==> src/rtl/dpa_pkg.sv <==
package dpa_pkg;
    // Register offsets on the configuration port
    localparam logic [7:0] REG_SLOPE  = 8'h25;  // Slope select
    localparam logic [7:0] REG_RUN    = 8'h26;  // Run and readback control
    localparam logic [7:0] REG_PHASE  = 8'h27;  // Target phase, mode, tap bit 0
    localparam logic [7:0] REG_TAP    = 8'h28;  // Initial tap bits 8:1
    localparam logic [7:0] REG_GUARD  = 8'h29;  // Guard, loss and retry policy
    localparam logic [7:0] REG_STATUS = 8'h2A;  // Lock status, read only

    // Field positions
    localparam int SLOPE_NEG_BIT = 7;  // 1 = negative slope wanted
    localparam int RUN_BIT       = 0;  // Enables the search state machine
    localparam int READ_BIT      = 3;  // Read back live tap in REG_TAP and REG_PHASE
    localparam int TAP_LSB_BIT   = 7;  // Tap bit 0 inside REG_PHASE
    localparam int TRACK_BIT     = 6;  // Track after search
    localparam int LOSS_BIT      = 5;  // restart_on_loss
    localparam int RETRY_BIT     = 6;  // Retry a failed search

    // Values after reset
    localparam logic [7:0] RST_SLOPE = 8'h80;
    localparam logic [7:0] RST_RUN   = 8'h00;
    localparam logic [7:0] RST_PHASE = 8'h46;
    localparam logic [7:0] RST_TAP   = 8'h6C;
    localparam logic [7:0] RST_GUARD = 8'hCB;

    // Delay line and phase scaling
    localparam logic [8:0] TAP_MAX     = 9'h1B0;  // Top tap, 864 ps span at 2 ps
    localparam int         GUARD_SHIFT = 3;       // One guard step is eight taps
    localparam logic [4:0] PHASE_HALF  = 5'h10;   // Phase code for 180 degrees
    localparam logic [4:0] LOSE_STEPS  = 5'h04;   // Drift beyond this drops lock
    localparam logic [4:0] KEEP_STEPS  = 5'h03;   // Drift within this regains lock

    typedef enum logic [2:0] {
        ST_IDLE,
        ST_SEARCH,
        ST_SLOPE,
        ST_TRACK,
        ST_FAIL
    } dpa_state_t;
endpackage

==> src/rtl/dpa_eval_if.sv <==
`timescale 1ns/10ps
interface dpa_eval_if;
    logic [4:0] meas;      // Measured phase
    logic [4:0] target;    // Programmed phase
    logic [4:0] prev;      // Phase one tap below
    logic [4:0] diff;      // Signed measured minus target
    logic       far;       // More than the lose threshold away
    logic       near;      // Within the keep threshold
    logic       exact;     // Measured equals target
    logic       slope_dn;  // Phase fell from prev to meas
    logic       slope_up;  // Phase rose from prev to meas
    modport ctl  (output meas, target, prev, input diff, far, near, exact, slope_dn, slope_up);
    modport eval (input meas, target, prev, output diff, far, near, exact, slope_dn, slope_up);
endinterface

==> src/rtl/dpa_phase_eval.sv <==
`timescale 1ns/10ps
module dpa_phase_eval
    import dpa_pkg::*;
(
    dpa_eval_if.eval ev
);
    // Magnitude of a signed phase step, wrapping at a full turn
    function automatic logic [4:0] mag5(input logic [4:0] d);
        mag5 = d[4] ? 5'(~d + 5'h01) : d;
    endfunction

    logic [4:0] step;  // Phase change across one tap

    // Differences wrap modulo 32, so 16 is half a turn either way
    always_comb begin
        ev.diff     = 5'(ev.meas - ev.target);
        step        = 5'(ev.meas - ev.prev);
        ev.exact    = (ev.diff == 5'h00);
        ev.far      = (mag5(ev.diff) > LOSE_STEPS);
        ev.near     = (mag5(ev.diff) <= KEEP_STEPS);
        ev.slope_dn = step[4] && (step != PHASE_HALF);
        ev.slope_up = !step[4] && (step != 5'h00);
    end
endmodule // dpa_phase_eval

==> src/rtl/dpa_aligner.sv <==
// Operation
// - Nine-bit tap selects delay, 0 to 432
// - Delayed clock becomes master digital clock
// - Steer tap until measured phase hits target
// - Phase code 16 means 180 degrees
// - After lock, keep tracking phase drift
// - Out-of-range tap loses lock, optionally restarts
// - Equal guard margins at both range ends
// - One guard step equals eight taps
// - Alternate around initial tap, then check slope
// - Guard hit: one direction, then alternate again
// - Lock drops beyond four, returns within three
// - Both endpoints reached fails; retry bit decides
`timescale 1ns/10ps
module dpa_aligner
    import dpa_pkg::*;
(
    input  wire logic       sys_clk,
    input  wire logic       resetn,
    input  wire logic [7:0] reg_addr,
    input  wire logic [7:0] reg_wdata,
    input  wire logic       reg_wr,
    output logic      [7:0] reg_rdata,
    input  wire logic [4:0] meas_phase,
    input  wire logic       meas_valid,
    output logic      [8:0] delay_tap_setting,
    output logic            phase_locked_flag,
    output logic            phase_lock_lost_flag
);
    // Configuration bytes
    logic [7:0] r_slope, r_run, r_phase, r_tap, r_guard;
    logic [7:0] next_slope, next_run, next_phase, next_tap, next_guard;
    logic       start_req;   // Run bit written high
    logic       stop_req;    // Run bit written low

    // Controller state
    dpa_state_t st, next_st;
    logic [8:0] tap, next_tap_v;        // Tap driving the delay line
    logic [8:0] up_ptr, next_up_ptr;    // Highest tap tried so far
    logic [8:0] dn_ptr, next_dn_ptr;    // Lowest tap tried so far
    logic       go_up, next_go_up;      // Next alternating direction
    logic       inner, next_inner;      // Guards exhausted once
    logic [4:0] prev, next_prev;        // Phase seen before slope step
    logic       locked, next_locked;
    logic       lost, next_lost;
    logic [7:0] rdata, next_rdata;

    // Derived terms
    logic [8:0] init_tap;   // Programmed starting tap
    logic [8:0] margin;     // Guard span in taps
    logic [8:0] lo_lim, hi_lim;
    logic       can_up, can_dn;
    logic       slope_neg, slope_ok, track_en;
    logic       want_up, move_req, oob, fail_evt;

    dpa_eval_if ev ();
    dpa_phase_eval u_eval (.ev(ev));

    assign ev.meas   = meas_phase;
    assign ev.target = r_phase[4:0];
    assign ev.prev   = prev;

    assign init_tap  = {r_tap, r_phase[TAP_LSB_BIT]};
    assign margin    = 9'({r_guard[4:0], 3'b000});
    assign slope_neg = r_slope[SLOPE_NEG_BIT];
    assign track_en  = r_phase[TRACK_BIT];
    assign start_req = reg_wr && (reg_addr == REG_RUN) && reg_wdata[RUN_BIT];
    assign stop_req  = reg_wr && (reg_addr == REG_RUN) && !reg_wdata[RUN_BIT];

    // Register writes; status is read only
    always_comb begin
        next_slope = r_slope;
        next_run   = r_run;
        next_phase = r_phase;
        next_tap   = r_tap;
        next_guard = r_guard;
        if (reg_wr && reg_addr == REG_SLOPE) begin
            next_slope = reg_wdata;
        end else if (reg_wr && reg_addr == REG_RUN) begin
            next_run = reg_wdata;
        end else if (reg_wr && reg_addr == REG_PHASE) begin
            next_phase = reg_wdata;
        end else if (reg_wr && reg_addr == REG_TAP) begin
            next_tap = reg_wdata;
        end else if (reg_wr && reg_addr == REG_GUARD) begin
            next_guard = reg_wdata;
        end
    end

    always_ff @(posedge sys_clk or negedge resetn) begin
        if (!resetn) begin
            r_slope <= RST_SLOPE;
            r_run   <= RST_RUN;
            r_phase <= RST_PHASE;
            r_tap   <= RST_TAP;
            r_guard <= RST_GUARD;
        end else begin
            r_slope <= next_slope;
            r_run   <= next_run;
            r_phase <= next_phase;
            r_tap   <= next_tap;
            r_guard <= next_guard;
        end
    end

    // Search limits: guards first, the bare endpoints once guards are spent
    always_comb begin
        lo_lim = inner ? 9'h000 : margin;
        hi_lim = inner ? TAP_MAX : 9'(TAP_MAX - margin);
        can_up = up_ptr < hi_lim;
        can_dn = dn_ptr > lo_lim;
        slope_ok = slope_neg ? ev.slope_dn : ev.slope_up;
        // Negative slope: more delay lowers the phase
        want_up  = ev.diff[4] ^ slope_neg;
        move_req = !ev.exact;
        oob      = move_req && (want_up ? (tap == TAP_MAX) : (tap == 9'h000));
        // Same condition as the fail branch below, so retry and stop agree
        fail_evt = (st == ST_SEARCH) && meas_valid && !(ev.exact && tap < TAP_MAX)
                   && !can_up && !can_dn && inner;
    end

    // Controller next state
    always_comb begin
        next_st     = st;
        next_tap_v  = tap;
        next_up_ptr = up_ptr;
        next_dn_ptr = dn_ptr;
        next_go_up  = go_up;
        next_inner  = inner;
        next_prev   = prev;
        next_locked = locked;
        next_lost   = lost;
        if (stop_req) begin
            next_st     = ST_IDLE;
            next_locked = 1'b0;
        end else if (start_req || (fail_evt && r_guard[RETRY_BIT])
                     || (st == ST_TRACK && meas_valid && oob && r_guard[LOSS_BIT])) begin
            // Fresh search from the programmed tap
            next_st     = ST_SEARCH;
            next_tap_v  = init_tap;
            next_up_ptr = init_tap;
            next_dn_ptr = init_tap;
            next_go_up  = 1'b1;
            next_inner  = 1'b0;
            next_locked = 1'b0;
            next_lost   = lost | locked;
        end else if (meas_valid) begin
            case (st)
                ST_SEARCH: begin
                    if (ev.exact && tap < TAP_MAX) begin
                        // Step one tap up to learn the slope
                        next_prev  = meas_phase;
                        next_tap_v = 9'(tap + 9'h001);
                        next_st    = ST_SLOPE;
                    end else if ((go_up || !can_dn) && can_up) begin
                        next_up_ptr = 9'(up_ptr + 9'h001);
                        next_tap_v  = 9'(up_ptr + 9'h001);
                        next_go_up  = 1'b0;
                    end else if (can_dn) begin
                        next_dn_ptr = 9'(dn_ptr - 9'h001);
                        next_tap_v  = 9'(dn_ptr - 9'h001);
                        next_go_up  = 1'b1;
                    end else if (!inner) begin
                        // Both guards hit: alternate again around the start
                        next_inner  = 1'b1;
                        next_up_ptr = init_tap;
                        next_dn_ptr = init_tap;
                    end else begin
                        next_st = ST_FAIL;
                    end
                end
                ST_SLOPE: begin
                    if (slope_ok) begin
                        // Return to the matching tap and start tracking
                        next_tap_v  = 9'(tap - 9'h001);
                        next_st     = ST_TRACK;
                        next_locked = 1'b1;
                        next_lost   = 1'b0;
                    end else begin
                        next_st = ST_SEARCH;
                    end
                end
                ST_TRACK: begin
                    if (ev.far) begin
                        next_locked = 1'b0;
                        next_lost   = lost | locked;
                    end else if (ev.near) begin
                        next_locked = 1'b1;
                        next_lost   = 1'b0;
                    end
                    if (oob) begin
                        // Range end: hold the tap and report the loss
                        next_locked = 1'b0;
                        next_lost   = lost | locked;
                    end else if (move_req && track_en) begin
                        next_tap_v = want_up ? 9'(tap + 9'h001)
                                             : 9'(tap - 9'h001);
                    end
                end
                default: begin
                    next_st = st;
                end
            endcase
        end
    end

    always_ff @(posedge sys_clk or negedge resetn) begin
        if (!resetn) begin
            st     <= ST_IDLE;
            tap    <= {RST_TAP, RST_PHASE[TAP_LSB_BIT]};
            up_ptr <= 9'h000;
            dn_ptr <= 9'h000;
            go_up  <= 1'b1;
            inner  <= 1'b0;
            prev   <= 5'h00;
            locked <= 1'b0;
            lost   <= 1'b0;
        end else begin
            st     <= next_st;
            tap    <= next_tap_v;
            up_ptr <= next_up_ptr;
            dn_ptr <= next_dn_ptr;
            go_up  <= next_go_up;
            inner  <= next_inner;
            prev   <= next_prev;
            locked <= next_locked;
            lost   <= next_lost;
        end
    end

    // Read mux; readback bit swaps in the live tap
    always_comb begin
        if (reg_addr == REG_SLOPE) begin
            next_rdata = r_slope;
        end else if (reg_addr == REG_RUN) begin
            next_rdata = r_run;
        end else if (reg_addr == REG_PHASE) begin
            next_rdata = r_run[READ_BIT] ? {tap[0], r_phase[6:0]} : r_phase;
        end else if (reg_addr == REG_TAP) begin
            next_rdata = r_run[READ_BIT] ? tap[8:1] : r_tap;
        end else if (reg_addr == REG_GUARD) begin
            next_rdata = r_guard;
        end else if (reg_addr == REG_STATUS) begin
            next_rdata = {4'h0, st == ST_FAIL, st == ST_TRACK, lost, locked};
        end else begin
            next_rdata = 8'h00;
        end
    end

    always_ff @(posedge sys_clk or negedge resetn) begin
        if (!resetn) begin
            rdata <= 8'h00;
        end else begin
            rdata <= next_rdata;
        end
    end

    // Outputs straight from flops; the tap clocks the digital domain
    assign delay_tap_setting    = tap;
    assign phase_locked_flag    = locked;
    assign phase_lock_lost_flag = lost;
    assign reg_rdata            = rdata;

    // Checks
    a_tap_range: assert property (@(posedge sys_clk) disable iff (!resetn)
        tap <= TAP_MAX) else $error("tap beyond range");
    a_track_step: assert property (@(posedge sys_clk) disable iff (!resetn)
        (st == ST_TRACK && $past(st) == ST_TRACK) |-> (tap == $past(tap)
        || tap == 9'($past(tap) + 9'h001) || 9'(tap + 9'h001) == $past(tap)))
        else $error("track jumped more than one tap");
    a_track_dir: assert property (@(posedge sys_clk) disable iff (!resetn)
        (st == ST_TRACK && meas_valid && move_req && track_en && !oob && !start_req
        && !stop_req) |=> tap == ($past(want_up) ? 9'($past(tap) + 9'h001)
        : 9'($past(tap) - 9'h001))) else $error("track moved wrong way");
    a_lock_search: assert property (@(posedge sys_clk) disable iff (!resetn)
        (st == ST_SEARCH || st == ST_SLOPE) |-> !locked)
        else $error("lock shown while searching");
    a_start_init: assert property (@(posedge sys_clk) disable iff (!resetn)
        start_req |=> (st == ST_SEARCH && tap == $past(init_tap) && !locked))
        else $error("search not from initial tap");
    a_drift_lost: assert property (@(posedge sys_clk) disable iff (!resetn)
        (st == ST_TRACK && meas_valid && ev.far && locked && !start_req && !stop_req)
        |=> (!locked && lost)) else $error("drift did not drop lock");
    a_near_relock: assert property (@(posedge sys_clk) disable iff (!resetn)
        (st == ST_TRACK && meas_valid && ev.near && !oob && !start_req && !stop_req)
        |=> (locked && !lost)) else $error("lock not restored");
    a_guard_keep: assert property (@(posedge sys_clk) disable iff (!resetn)
        (st == ST_SEARCH && $past(st) == ST_SEARCH && !inner && $changed(tap))
        |-> (tap >= margin && tap <= 9'(TAP_MAX - margin)))
        else $error("search crossed guard");
    a_retry_fail: assert property (@(posedge sys_clk) disable iff (!resetn)
        (fail_evt && !stop_req && !start_req)
        |=> (st == ($past(r_guard[RETRY_BIT]) ? ST_SEARCH : ST_FAIL)))
        else $error("failed search mishandled");
    a_loss_restart: assert property (@(posedge sys_clk) disable iff (!resetn)
        (st == ST_TRACK && meas_valid && oob && r_guard[LOSS_BIT] && !stop_req)
        |=> (st == ST_SEARCH && tap == $past(init_tap)))
        else $error("loss did not restart");
    c_locked: cover property (@(posedge sys_clk) disable iff (!resetn)
        st == ST_SLOPE ##1 st == ST_TRACK);
    c_lost: cover property (@(posedge sys_clk) disable iff (!resetn) $rose(lost));
    c_inner: cover property (@(posedge sys_clk) disable iff (!resetn) $rose(inner));
    c_fail: cover property (@(posedge sys_clk) disable iff (!resetn) st == ST_FAIL);
endmodule // dpa_aligner

==> config.mk <==
export PLATFORM = sky130hd
export DESIGN_NAME = dpa_aligner
export DESIGN_NICKNAME = d
export VERILOG_FILES = /design/src/rtl/dpa_pkg.sv /design/src/rtl/dpa_eval_if.sv /design/src/rtl/dpa_phase_eval.sv /design/src/rtl/dpa_aligner.sv
export SDC_FILE = /design/constraint.sdc
export NUM_CORES = 1
export LEC_CHECK = 0
export BUFFER_PORTS_ARGS = -buffer_cell sky130_fd_sc_hd__clkbuf_2
export CORE_ASPECT_RATIO = 0.5
export CORE_MARGIN = 5
export CORE_UTILIZATION = 60
export CTS_BUF_LIST = sky130_fd_sc_hd__clkbuf_8
export DETAILED_ROUTE_END_ITERATION = 12
export MAX_ROUTING_LAYER = met4
export PLACE_DENSITY = 0.77
export SYNTH_ARGS = -nofsm -noshare
export SYNTH_HDL_FRONTEND = slang
export SYNTH_SLANG_ARGS = --single-unit
export TNS_END_PERCENT = 30
==> constraint.sdc <==
create_clock -name sys_clk -period 5.1 [get_ports sys_clk]
set_clock_uncertainty 0.1 [all_clocks]
set_input_delay 0.765 -clock sys_clk [delete_from_list [all_inputs] [get_ports sys_clk]]
set_output_delay 0.765 -clock sys_clk [all_outputs]
set_load 0.02 [all_outputs]
==> results by group, run 1 <==
Timing
  – Tcrit/Tclk final: 83.6%
  – Achievable Freq: 235 MHz
  – Setup TNS Final: 0 ns
  – Slew headroom: 36.6%
  – WHS: 0.303 ns
  – Final setup viols: 0
  – RSZ-0062 raised after global routing: no
  – Tmin final: 4.26 ns
  – Worst slew pin tran: 0.943 ns
  – Slew Limit Fails: 0
  – Endpoints failing hold: 0

Place
  – GP Congestion: 1.01
  – # port buffers: 43
  – DP HPWL: 13.4 mm

Floorplanning
  – # rows: 26
  – Initial core utilization: 61.0%
  – Ports: 44
  – Chip height: 81.7 um
  – CORE AREA: 10100 um2
  – DIE AREA: 12500 um2
  – Die width: 153 um

Power
  – Net Switching: 1.43 mW
  – Pwr Density: 455 nW/um2
  – Combinational power share: 49.1%
  – Clock network power share: 16.1%
  – Maximum vdd ir drop: 0.413 mV
  – Reg power frac: 34.9%
  – Net Sw Frac: 46.9%
  – Leakage: 2.94 nW
  – Overall power: 3.04 mW
  – Internal power: 1.61 mW

Critical path
  – Reg2reg path depth: 13
  – Worst path arrival time: 4.43 ns
  – Worst setup SP type: flop
  – Worst Setup SP: r_guard[1]
  – Flop-to-flop setup slack: 0.84 ns
  – Critical Path RT: 5.27 ns
  – RR Startpoint: r_guard[1]
  – Critical Path Fanout Max: 12
  – Crit end category: flop
  – Setup Crit Path Kind: reg -> reg

Synth
  – Mapped Cells: 674
  – Seq/Total Area, Yosys: 35.6%
  – Yosys top cell area share: 28.0%
  – Syn nets: 726
  – Largest cells by area after synthesis: dfrtp_1, dfstp_2, mux2_2, ha_1, nand2_1
  – Ys flop type: dfrtp_1
  – Synthesized area: 6180 um2
  – Fraction of registers with async set/reset: 100%
  – Warning count from the yosys run: 0
  – Yosys top cell by area: dfrtp_1
  – Synth Register Bits: 87
  – Post-synthesis cell type count: 71
  – Post-Syn Area per Cell: 9.16 um2
  – EDFF count, synth: 0

Clock network
  – Clock tree sinks: 87
  – Clk buf depth: 2
  – CTS tree: done
  – CTS H-tree lvls: 3
  – Clock root buffer: clkbuf_8
  – # hold bufs at CTS: 0
  – Num CTS Buffers: 9
  – Post-CTS setup repair buffer count: 0
  – # resized after CTS: 0
  – Clk_lat worst skew: 0.37 ns
  – Worst-path clk slew: 0.10 ns

Global route
  – Initial antenna violation count: 0
  – GR Util All Layers: 30.0%
  – Largest net degree at the start of global routing: 51
  – First-pass GRT wire length: 28.6 mm
  – Vias in the first global route: 5216
  – Grt ovf: 0

Route
  – Vias/cell: 6.50
  – Vias: 5534
  – WL/cell: 20.9 um
  – Drt pass-1 iters: 5
  – Post-DRT Antenna Nets: 0
  – # DRC: 0
  – Iteration-0 DRC Markers: 506
  – WL final: 17.8 mm

Job
  – Max Cap Viol: 0

Layout
  – Area Overhead vs Synth: 8.18%
  – Antenna diodes: 0
  – Fin util: 66.0%
  – NumNets Final: 759
  – Share of cells above drive strength 1: 19.1%

Outcome
  – Run status: finished, final reports clean

Min path
  – Hold Crit Class: in -> async
-- power groups by stage --
stage          registers [mW]  logic, mW  clock network (mW)
2_1_floorplan           0.986       1.14                   0
3_3_place_gp             1.06       1.44                   0
3_5_place_dp             1.06       1.45                   0
4_1_cts                  1.05       1.46               0.500
5_1_grt                  1.08       1.62               0.527
6_report                 1.06       1.49               0.489
-- per-layer routing --
layer  global-route usage (%)  up-vias  part of all wire [%]
met3                     6.26       24                   8.8
met4                     6.08        0                   1.3
met5                        -        -                     0
met1                     42.8     2683                    47
met2                     44.7      265                    43
li1                         -     2562                     -
-- cells by family after synthesis --
family                     count (synthesis)  synth area share (%)
AOI/OAI and AO/OA                        167                  18.7
buffers and inverters                     49                  3.42
xor gates and xnor gates                  27                  4.05
and+or+nand+nor                          242                  19.4
muxes                                     75                  13.1
adders and majority gates                 27                  5.71
DFF                                       87                  35.6
-- sequential cells by signal, summed over array words and instances (netlist names) --
| name | count |
|---|---|
| delay_tap_setting | 9 |
| dn_ptr | 9 |
| ev.prev | 5 |
| go_up | 1 |
| inner | 1 |
| phase_lock_lost_flag | 1 |
| phase_locked_flag | 1 |
| r_guard | 8 |
| r_phase | 8 |
| r_run | 8 |
| r_slope | 8 |
| r_tap | 8 |
| reg_rdata | 8 |
| st | 3 |
| up_ptr | 9 |
-- placed cells by master (no fill, tap or decap), types with 11 or more instances in the layout --
cell      Yosys  layout
mux2i_1      26      26
ha_1         25      25
dfrtp_1      69      69
xor2_1       11      11
clkbuf_2      0      42
o22a_1       12      12
nor2b_1      12      12
a21oi_1      41      41
mux2_2       40      40
nand2b_1     11      11
o21ai_0      25      25
nand2_1      72      72
and3_1       11      11
xnor2_1      15      15
inv_1        22      22
dfstp_2      18      18
nand3_1      19      19
nor2_1       54      54
nor3_1       20      20
-- cell type report --
class / instances / area (um2)
multi-input cells: 538 / 3760
fillers: 871 / 3440
flip-flops and latches: 87 / 2200
repair buffers: 49 / 263
well taps: 140 / 175
clock buffers: 9 / 124
inverters: 22 / 82.6
clock inverters: 7 / 72.6
-- through the flow --
stage | worst slack, ns | std cells | instance area (um2)
CTS | 0.976 | 852 | 6680
detailed placement | 0.789 | 836 | 6480
floorplan | 1.30 | 674 | 6180
global placement | 0.867 | 836 | 6480
finish | 0.838 | 852 | 6680
global route | 0.657 | 852 | 6680
-- path summary, 6_finish.rpt --
check | endpoint
hold / removal | up_ptr[8]
min in group sys_clk | r_run[7]
setup / recovery | up_ptr[2]
max in group asynchronous | r_guard[1]
hold reg to reg | r_run[7]
setup reg to reg | up_ptr[2]
-- worst max-delay path, cell delays in order, from the launching register on --
cell	delay, ns
dfstp_2	0.61
ha_1	0.20
a21oi_1	0.09
xor2_1	0.16
nor2_1	0.06
ha_1	0.29
o21ai_0	0.19
nor2_1	0.08
nor3_1	0.77
o21a_1	0.40
nand2_1	0.18
nor2_2	0.47
mux2_1	0.37
o22a_1	0.19
-- cells in the mapped netlist, drive strengths merged, types with 6 or more instances --
cell type   n
nand4       9
xnor2      15
a221o       6
nand3      19
o22a       12
nand2b     11
nand2      72
or3         8
nor2b      12
mux2       49
inv        22
xor2       11
clkbuf     16
ha         25
o21ai      30
and3       11
nor2       56
a22oi       6
a211oi      8
o22ai       7
o221ai      7
a21oi      42
dfrtp      69
a31oi       8
dfstp      18
mux2i      26
nor3       22
buf        11
(Power assumes the default switching activity.)
==> run 2, diff against run 1 <==
--- a/config.mk
+++ b/config.mk
@@ -8,7 +8,7 @@
 export BUFFER_PORTS_ARGS = -buffer_cell sky130_fd_sc_hd__clkbuf_2
 export CORE_ASPECT_RATIO = 0.5
 export CORE_MARGIN = 5
-export CORE_UTILIZATION = 60
+export CORE_UTILIZATION = 57
 export CTS_BUF_LIST = sky130_fd_sc_hd__clkbuf_8
 export DETAILED_ROUTE_END_ITERATION = 12
 export MAX_ROUTING_LAYER = met4
==> constraint.sdc (replaced) <==
create_clock -name sys_clk -period 3.9 [get_ports sys_clk]
set_clock_uncertainty 0.1 [all_clocks]
set_input_delay 0.585 -clock sys_clk [delete_from_list [all_inputs] [get_ports sys_clk]]
set_output_delay 0.585 -clock sys_clk [all_outputs]
set_load 0.02 [all_outputs]
==> run 2 against run 1 <==
  * Combinational power grew 42%
  * Critical path depth increased by 1
  * Clock power grew 40%
  * Sequential share of layout area down 0.85 points
  * Die area is 4.8% higher
  * Fmax up 15%
  * First-iteration DRC count up 3.8%
  * Total power increased by 37%
  * Via count increased by 2.8%
  * Global-route usage is 1.7 points lower
  * Sequential cell count did not move
==> results by group, run 2 (synthesis gave the netlist of run 1 again) <==
Outcome
  – Run status: finished, final reports clean

Timing
  – Slew Limit Fails: 0 (unchanged)
  – Endpoints failing hold: 0 (unchanged)
  – Achievable Freq: 269 MHz (+15%)
  – Setup slack after layout: 0.183 ns (-0.654 ns)
  – Tmin final: 3.72 ns (-0.546 ns)
  – Worst slew pin tran: 0.848 ns (-0.0948 ns)
  – Tcrit/Tclk final: 95.3% (+12 points)
  – Final setup viols: 0 (unchanged)
  – Slew headroom: 43.4% (+6.8 points)
  – Setup TNS Final: 0 ns (unchanged)

Critical path
  – CP top delay family: compound AO/OA/AOI/OAI gates
  – WP buf/inv: 1 (+1)
  – Crit path cell chain: ha_1, a21oi_1, xor2_1, nor2_1, ha_1, o21ai_0, nor2_1, or3_1, and3_1, a32o_1, o31ai_4, buf_4, a21oi_1, o22a_1
  – Worst path arrival time: 3.88 ns (-0.55 ns)
  – Critical Path RT: 4.06 ns (-1.21 ns)
  – Setup Crit Path Kind: reg -> reg
  – Worst setup SP type: flop
  – Crit-path max cell delay: 0.62 ns (-0.15 ns)
  – Flop-to-flop setup slack: 0.18 ns (-0.65 ns)
  – Crit end category: flop
  – Critical Path Slowest Stage Cell: dfstp_2
  – Critical Path Fanout Max: 13 (+1)

Route
  – Iteration-0 DRC Markers: 525 (+3.8%)
  – Vias: 5689 (+2.8%)
  – Drt pass-1 iters: 7 (+2)
  – Post-DRT Antenna Nets: 0 (unchanged)
  – WL/cell: 20.7 um (-1.1%)
  – Vias/cell: 6.52 (+0.44%)
  – WL final: 18.1 mm (+1.2%)
  – # DRC: 0 (unchanged)

Floorplanning
  – # rows: 26 (unchanged)
  – DIE AREA: 13100 um2 (+4.8%)
  – Chip height: 83.6 um (+2.3%)
  – Initial core utilization: 59.5% (-1.5 points)
  – Ports: 44 (unchanged)
  – Die width: 157 um (+2.4%)
  – CORE AREA: 10400 um2 (+2.6%)

Layout
  – Area Overhead vs Synth: 11.0%
  – NumNets Final: 779 (+2.6%)
  – Share of cells above drive strength 1: 21.3% (+2.2 points)
  – Layout filler cell count: 886 (+1.7%)
  – Antenna diodes: 0 (unchanged)
  – Fin util: 66.1% (about the same)
  – Commonest non-fill, non-tap cell in the layout: nand2_1
  – Final instance area: 6860 um2 (+2.6%)
  – Most frequent cells in the layout: nand2_1, dfrtp_1, nor2_1, clkbuf_2, a21oi_1

Clock network
  – Num CTS Buffers: 9 (unchanged)
  – CTS tree: done
  – Worst-path clk slew: 0.09 ns (about the same)
  – Clock root buffer: clkbuf_8
  – Clk buf depth: 2 (unchanged)
  – CTS H-tree lvls: 3 (unchanged)
  – Clk_lat worst skew: 0.38 ns (about the same)
  – # hold bufs at CTS: 0 (unchanged)
  – Clock tree sinks: 87 (unchanged)

Global route
  – Largest net degree at the start of global routing: 66 (+29%)
  – Initial antenna violation count: 0 (unchanged)
  – Grt ovf: 0 (unchanged)
  – GR Util All Layers: 28.3% (-1.7 points)
  – First-pass GRT wire length: 28.5 mm (-0.17%)
  – Vias in the first global route: 5315 (+1.9%)

Place
  – # port buffers: 43 (unchanged)
  – GP Congestion: 1.03 (+1.8%)
  – Setup WS pre-CTS: 0.0998 ns (-0.689 ns)
  – DP HPWL: 13.8 mm (+3.6%)
  – Placed instance area: 6640 um2 (+2.3%)

Power
  – Pwr Density: 608 nW/um2 (+34%)
  – Maximum vdd ir drop: 0.565 mV (+37%)
  – Leakage: 3.05 nW (+3.6%)

Job
  – Max Cap Viol: 0 (unchanged)

Min path
  – Hold Crit Class: in -> async
## run 2: power by group
part	leakage, nW	switching [mW]	total, mW	internal [mW]
registers	1.10	0.304	1.38	1.07
logic	1.85	1.21	2.11	0.892
clock network	0.101	0.377	0.687	0.310
## run 2: cell type report
type	instances	area (um2)	area share [%]
clock inverter	7	90.1	1.31
sequential	87	2200	32.1
tap	140	175	2.55
inverter	22	82.6	1.20
multi-input combinational	538	3770	55.0
clock buffer	9	124	1.81
timing repair buffer	69	413	6.02
## run 2: per-stage QoR
step	std cells	hold WS, ns	total power, mW
global route	872	0.280	4.42
global placement	856	0.357	3.40
finish	872	0.195	4.17
CTS	872	0.234	4.13
floorplan	674	0.189	2.78
detailed placement	856	0.365	3.44
## run 2: per-layer routing
layer,up-vias,global-route usage [%],wire length [um],part of all wire [%]
met2,250,40.5,7880,44
met3,37,6.16,1680,9.3
met4,0,7.65,429,2.4
met1,2792,40.6,8060,45
li1,2610,-,-,-
met5,-,-,0,0
## run 2: worst paths after layout
kind | endpoint | start | cells past startpoint
min in group sys_clk | r_run[6] | reg_wdata[6] | 3
max reg2reg | dn_ptr[3] | r_guard[1] | 14
min reg2reg | r_run[6] | r_run[6] | 2
min | up_ptr[6] | resetn | 1
max in group asynchronous | r_slope[7] | resetn | 2
max | dn_ptr[3] | r_guard[1] | 14
## run 2: what timing repair did
action                                  4_1_cts  5_1_grt
buffers inserted                              0        0
endpoints found under the hold margin         0        0
endpoints found under the setup margin        0        5
gates resized for setup                       0        1
==> run 3, diff against run 2 <==
--- a/config.mk
+++ b/config.mk
@@ -8,11 +8,11 @@
 export BUFFER_PORTS_ARGS = -buffer_cell sky130_fd_sc_hd__clkbuf_2
 export CORE_ASPECT_RATIO = 0.5
 export CORE_MARGIN = 5
-export CORE_UTILIZATION = 57
+export CORE_UTILIZATION = 55
 export CTS_BUF_LIST = sky130_fd_sc_hd__clkbuf_8
 export DETAILED_ROUTE_END_ITERATION = 12
 export MAX_ROUTING_LAYER = met4
-export PLACE_DENSITY = 0.77
+export PLACE_DENSITY = 0.75
 export SYNTH_ARGS = -nofsm -noshare
 export SYNTH_HDL_FRONTEND = slang
 export SYNTH_SLANG_ARGS = --single-unit
==> run 3 against run 2 <==
  * Sequential power hardly changed
  * Global-route usage is 0.33 points lower
  * Sequential share of layout area is 0.12 points lower
  * Design area is 0.36% higher
  * Wire length is 1.1% lower
  * Non-clock buffer count is 5 higher
  * Clock power is 5.8% lower
  * Fmax is 1.5% higher
  * Largest power group unchanged
  * First-iteration DRC count is 15% higher
  * Highest routed layer unchanged
  * Hold slack worse by 0.070 ns
==> results by group, run 3 (synthesis gave the netlist of run 1 again) <==
Power
  – Internal power: 2.24 mW (-1.3%)
  – Net Sw Frac: 45.0% (-0.49 points)
  – Pwr Density: 592 nW/um2 (-2.5%)
  – Combinational power share: 50.2% (-0.3 points)
  – Reg power frac: 34.0% (+1.0 points)
  – Net Switching: 1.83 mW (-3.2%)
  – Leakage: 3.07 nW (+0.63%)
  – Clock network power share: 15.9% (-0.6 points)
  – Maximum vdd ir drop: 0.657 mV (+16%)
  – Overall power: 4.08 mW (-2.2%)

Clock network
  – CTS H-tree lvls: 3 (unchanged)
  – Clock root buffer: clkbuf_8
  – Clk buf depth: 2 (unchanged)
  – Clock tree sinks: 87 (unchanged)
  – Clk_lat worst skew: 0.39 ns (about the same)
  – Worst-path clk slew: 0.09 ns (about the same)
  – Num CTS Buffers: 9 (unchanged)
  – CTS tree: done
  – # hold bufs at CTS: 0 (unchanged)

Timing
  – Achievable Freq: 273 MHz (+1.5%)
  – Setup TNS Final: 0 ns (unchanged)
  – Slew Limit Fails: 0 (unchanged)
  – Tmin final: 3.66 ns (-0.0560 ns)
  – Endpoints failing hold: 0 (unchanged)
  – Worst slew pin tran: 0.821 ns (-0.0276 ns)
  – Tcrit/Tclk final: 93.9% (-1.4 points)
  – Slew headroom: 45.1% (+1.6 points)
  – Final setup viols: 0 (unchanged)
  – RSZ-0062 raised after global routing: no

Route
  – Vias/cell: 6.33 (-2.9%)
  – Iteration-0 DRC Markers: 606 (+15%)
  – WL/cell: 20.2 um (-2.2%)
  – # DRC: 0 (unchanged)
  – WL final: 17.9 mm (-1.1%)
  – Post-DRT Antenna Nets: 0 (unchanged)
  – Drt pass-1 iters: 6 (-1)
  – Vias: 5585 (-1.8%)

Global route
  – Largest net degree at the start of global routing: 53 (-20%)
  – First-pass GRT wire length: 29.0 mm (+1.5%)
  – Grt ovf: 0 (unchanged)
  – Initial antenna violation count: 0 (unchanged)
  – Vias in the first global route: 5227 (-1.7%)
  – GR Util All Layers: 28.0% (-0.33 points)

Layout
  – Layout filler cell count: 939 (+6.0%)
  – Multi-input logic area: 3770 um2 (about the same)
  – Share of cells above drive strength 1: 21.8% (+0.53 points)
  – Most frequent cells in the layout: nand2_1, dfrtp_1, nor2_1, clkbuf_2, a21oi_1
  – NumNets Final: 784 (+0.64%)
  – FF/Latch Area: 2200 um2 (unchanged)
  – Antenna diodes: 0 (unchanged)
  – Commonest non-fill, non-tap cell in the layout: nand2_1
  – Area Overhead vs Synth: 11.4%

Floorplanning
  – Die width: 160 um (+1.7%)
  – Chip height: 84.9 um (+1.6%)
  – # rows: 27 (+3.8%)
  – Ports: 44 (unchanged)
  – Initial core utilization: 56.3% (-3.3 points)
  – CORE AREA: 11000 um2 (+5.8%)
  – DIE AREA: 13600 um2 (+3.3%)

Critical path
  – Critical Path RT: 4.07 ns (about the same)
  – Critical Path Fanout Max: 15 (+2)
  – RR Startpoint: r_guard[1]
  – R2R Path End: dn_ptr[1]
  – Worst path arrival time: 3.83 ns (-0.05 ns)
  – Flop-to-flop setup slack: 0.24 ns (+0.06 ns)
  – Setup Crit Path Kind: reg -> reg
  – Crit end category: flop
  – Reg2reg path depth: 13 (-1)
  – Worst setup SP type: flop

Outcome
  – Run status: finished, final reports clean

Place
  – # port buffers: 43 (unchanged)
  – GP Congestion: 0.942 (-8.3%)
  – DP HPWL: 13.7 mm (-0.80%)

Min path
  – Hold Crit Class: in -> async

Job
  – Max Cap Viol: 0 (unchanged)
run 3: changes by cell type in the layout (fill, tap and decap cells not counted), sizes merged:
cell | before | now
buf | 27 | 32
run 3: worst max-delay path by stage:
stage	to	slack (ns)	start	cells after the start
final	dn_ptr[1]	0.24	r_guard[1]	13
after global routing	dn_ptr[1]	0.009	r_guard[1]	13
after CTS	dn_ptr[1]	0.22	r_guard[1]	13
after detailed placement	delay_tap_setting[5]	0.07	meas_phase[0]	13
after global placement	delay_tap_setting[5]	0.17	meas_phase[0]	13
after floorplan	dn_ptr[8]	0.28	meas_phase[0]	12
run 3: timing repair:
action | CTS | global route
resized for setup | 0 | 2
setup endpoints to repair | 0 | 4
setup buffers | 0 | 0
run 3: cell type report:
class                      count  share of cell area, %
clock buffer                   9                   1.80
sequential                    87                   32.0
multi-input combinational    538                   54.8
clock inverter                 7                   1.04
inverter                      22                   1.20
timing repair buffer          74                   6.60
tap                          145                   2.64
run 3: per-stage QoR:
| step | std cells | setup WS, ns | hold WS [ns] | utilization [%] | area [um2] |
|---|---|---|---|---|---|
| floorplan | 674 | 0.278 | 0.189 | - | 6180 |
| global placement | 866 | 0.172 | 0.360 | 60.8 | 6680 |
| detailed placement | 866 | 0.0720 | 0.362 | 60.8 | 6680 |
| CTS | 882 | 0.223 | 0.166 | 62.6 | 6870 |
| global route | 882 | 0.00859 | 0.185 | 62.7 | 6880 |
| finish | 882 | 0.239 | 0.125 | 62.7 | 6880 |
run 3: worst max-delay path: stages (launching register included):
cell and delay [ns]:
dfstp_2 0.62, ha_1 0.21, a21oi_1 0.08, xor2_1 0.16, nor2_1 0.10, ha_1 0.25
o21ai_0 0.16, nor2_1 0.07, or3_1 0.38, and3_1 0.26, a32o_1 0.34, o31ai_2 0.28
buf_6 0.20, mux2_1 0.33
run 3: power groups by stage:
stage | registers, mW | logic (mW) | clock network (mW)
after global placement | 1.38 | 1.99 | 0
after floorplan | 1.29 | 1.49 | 0
after detailed placement | 1.39 | 2.01 | 0
after CTS | 1.37 | 2.02 | 0.655
after global routing | 1.41 | 2.25 | 0.699
final | 1.38 | 2.05 | 0.647
run 3: per-layer routing:
| layer | GRT usage [%] | share of wire (%) |
|---|---|---|
| met4 | 6.48 | 2.0 |
| met3 | 9.36 | 11 |
| met1 | 38.8 | 46 |
| met2 | 39.6 | 42 |
| met5 | - | 0 |
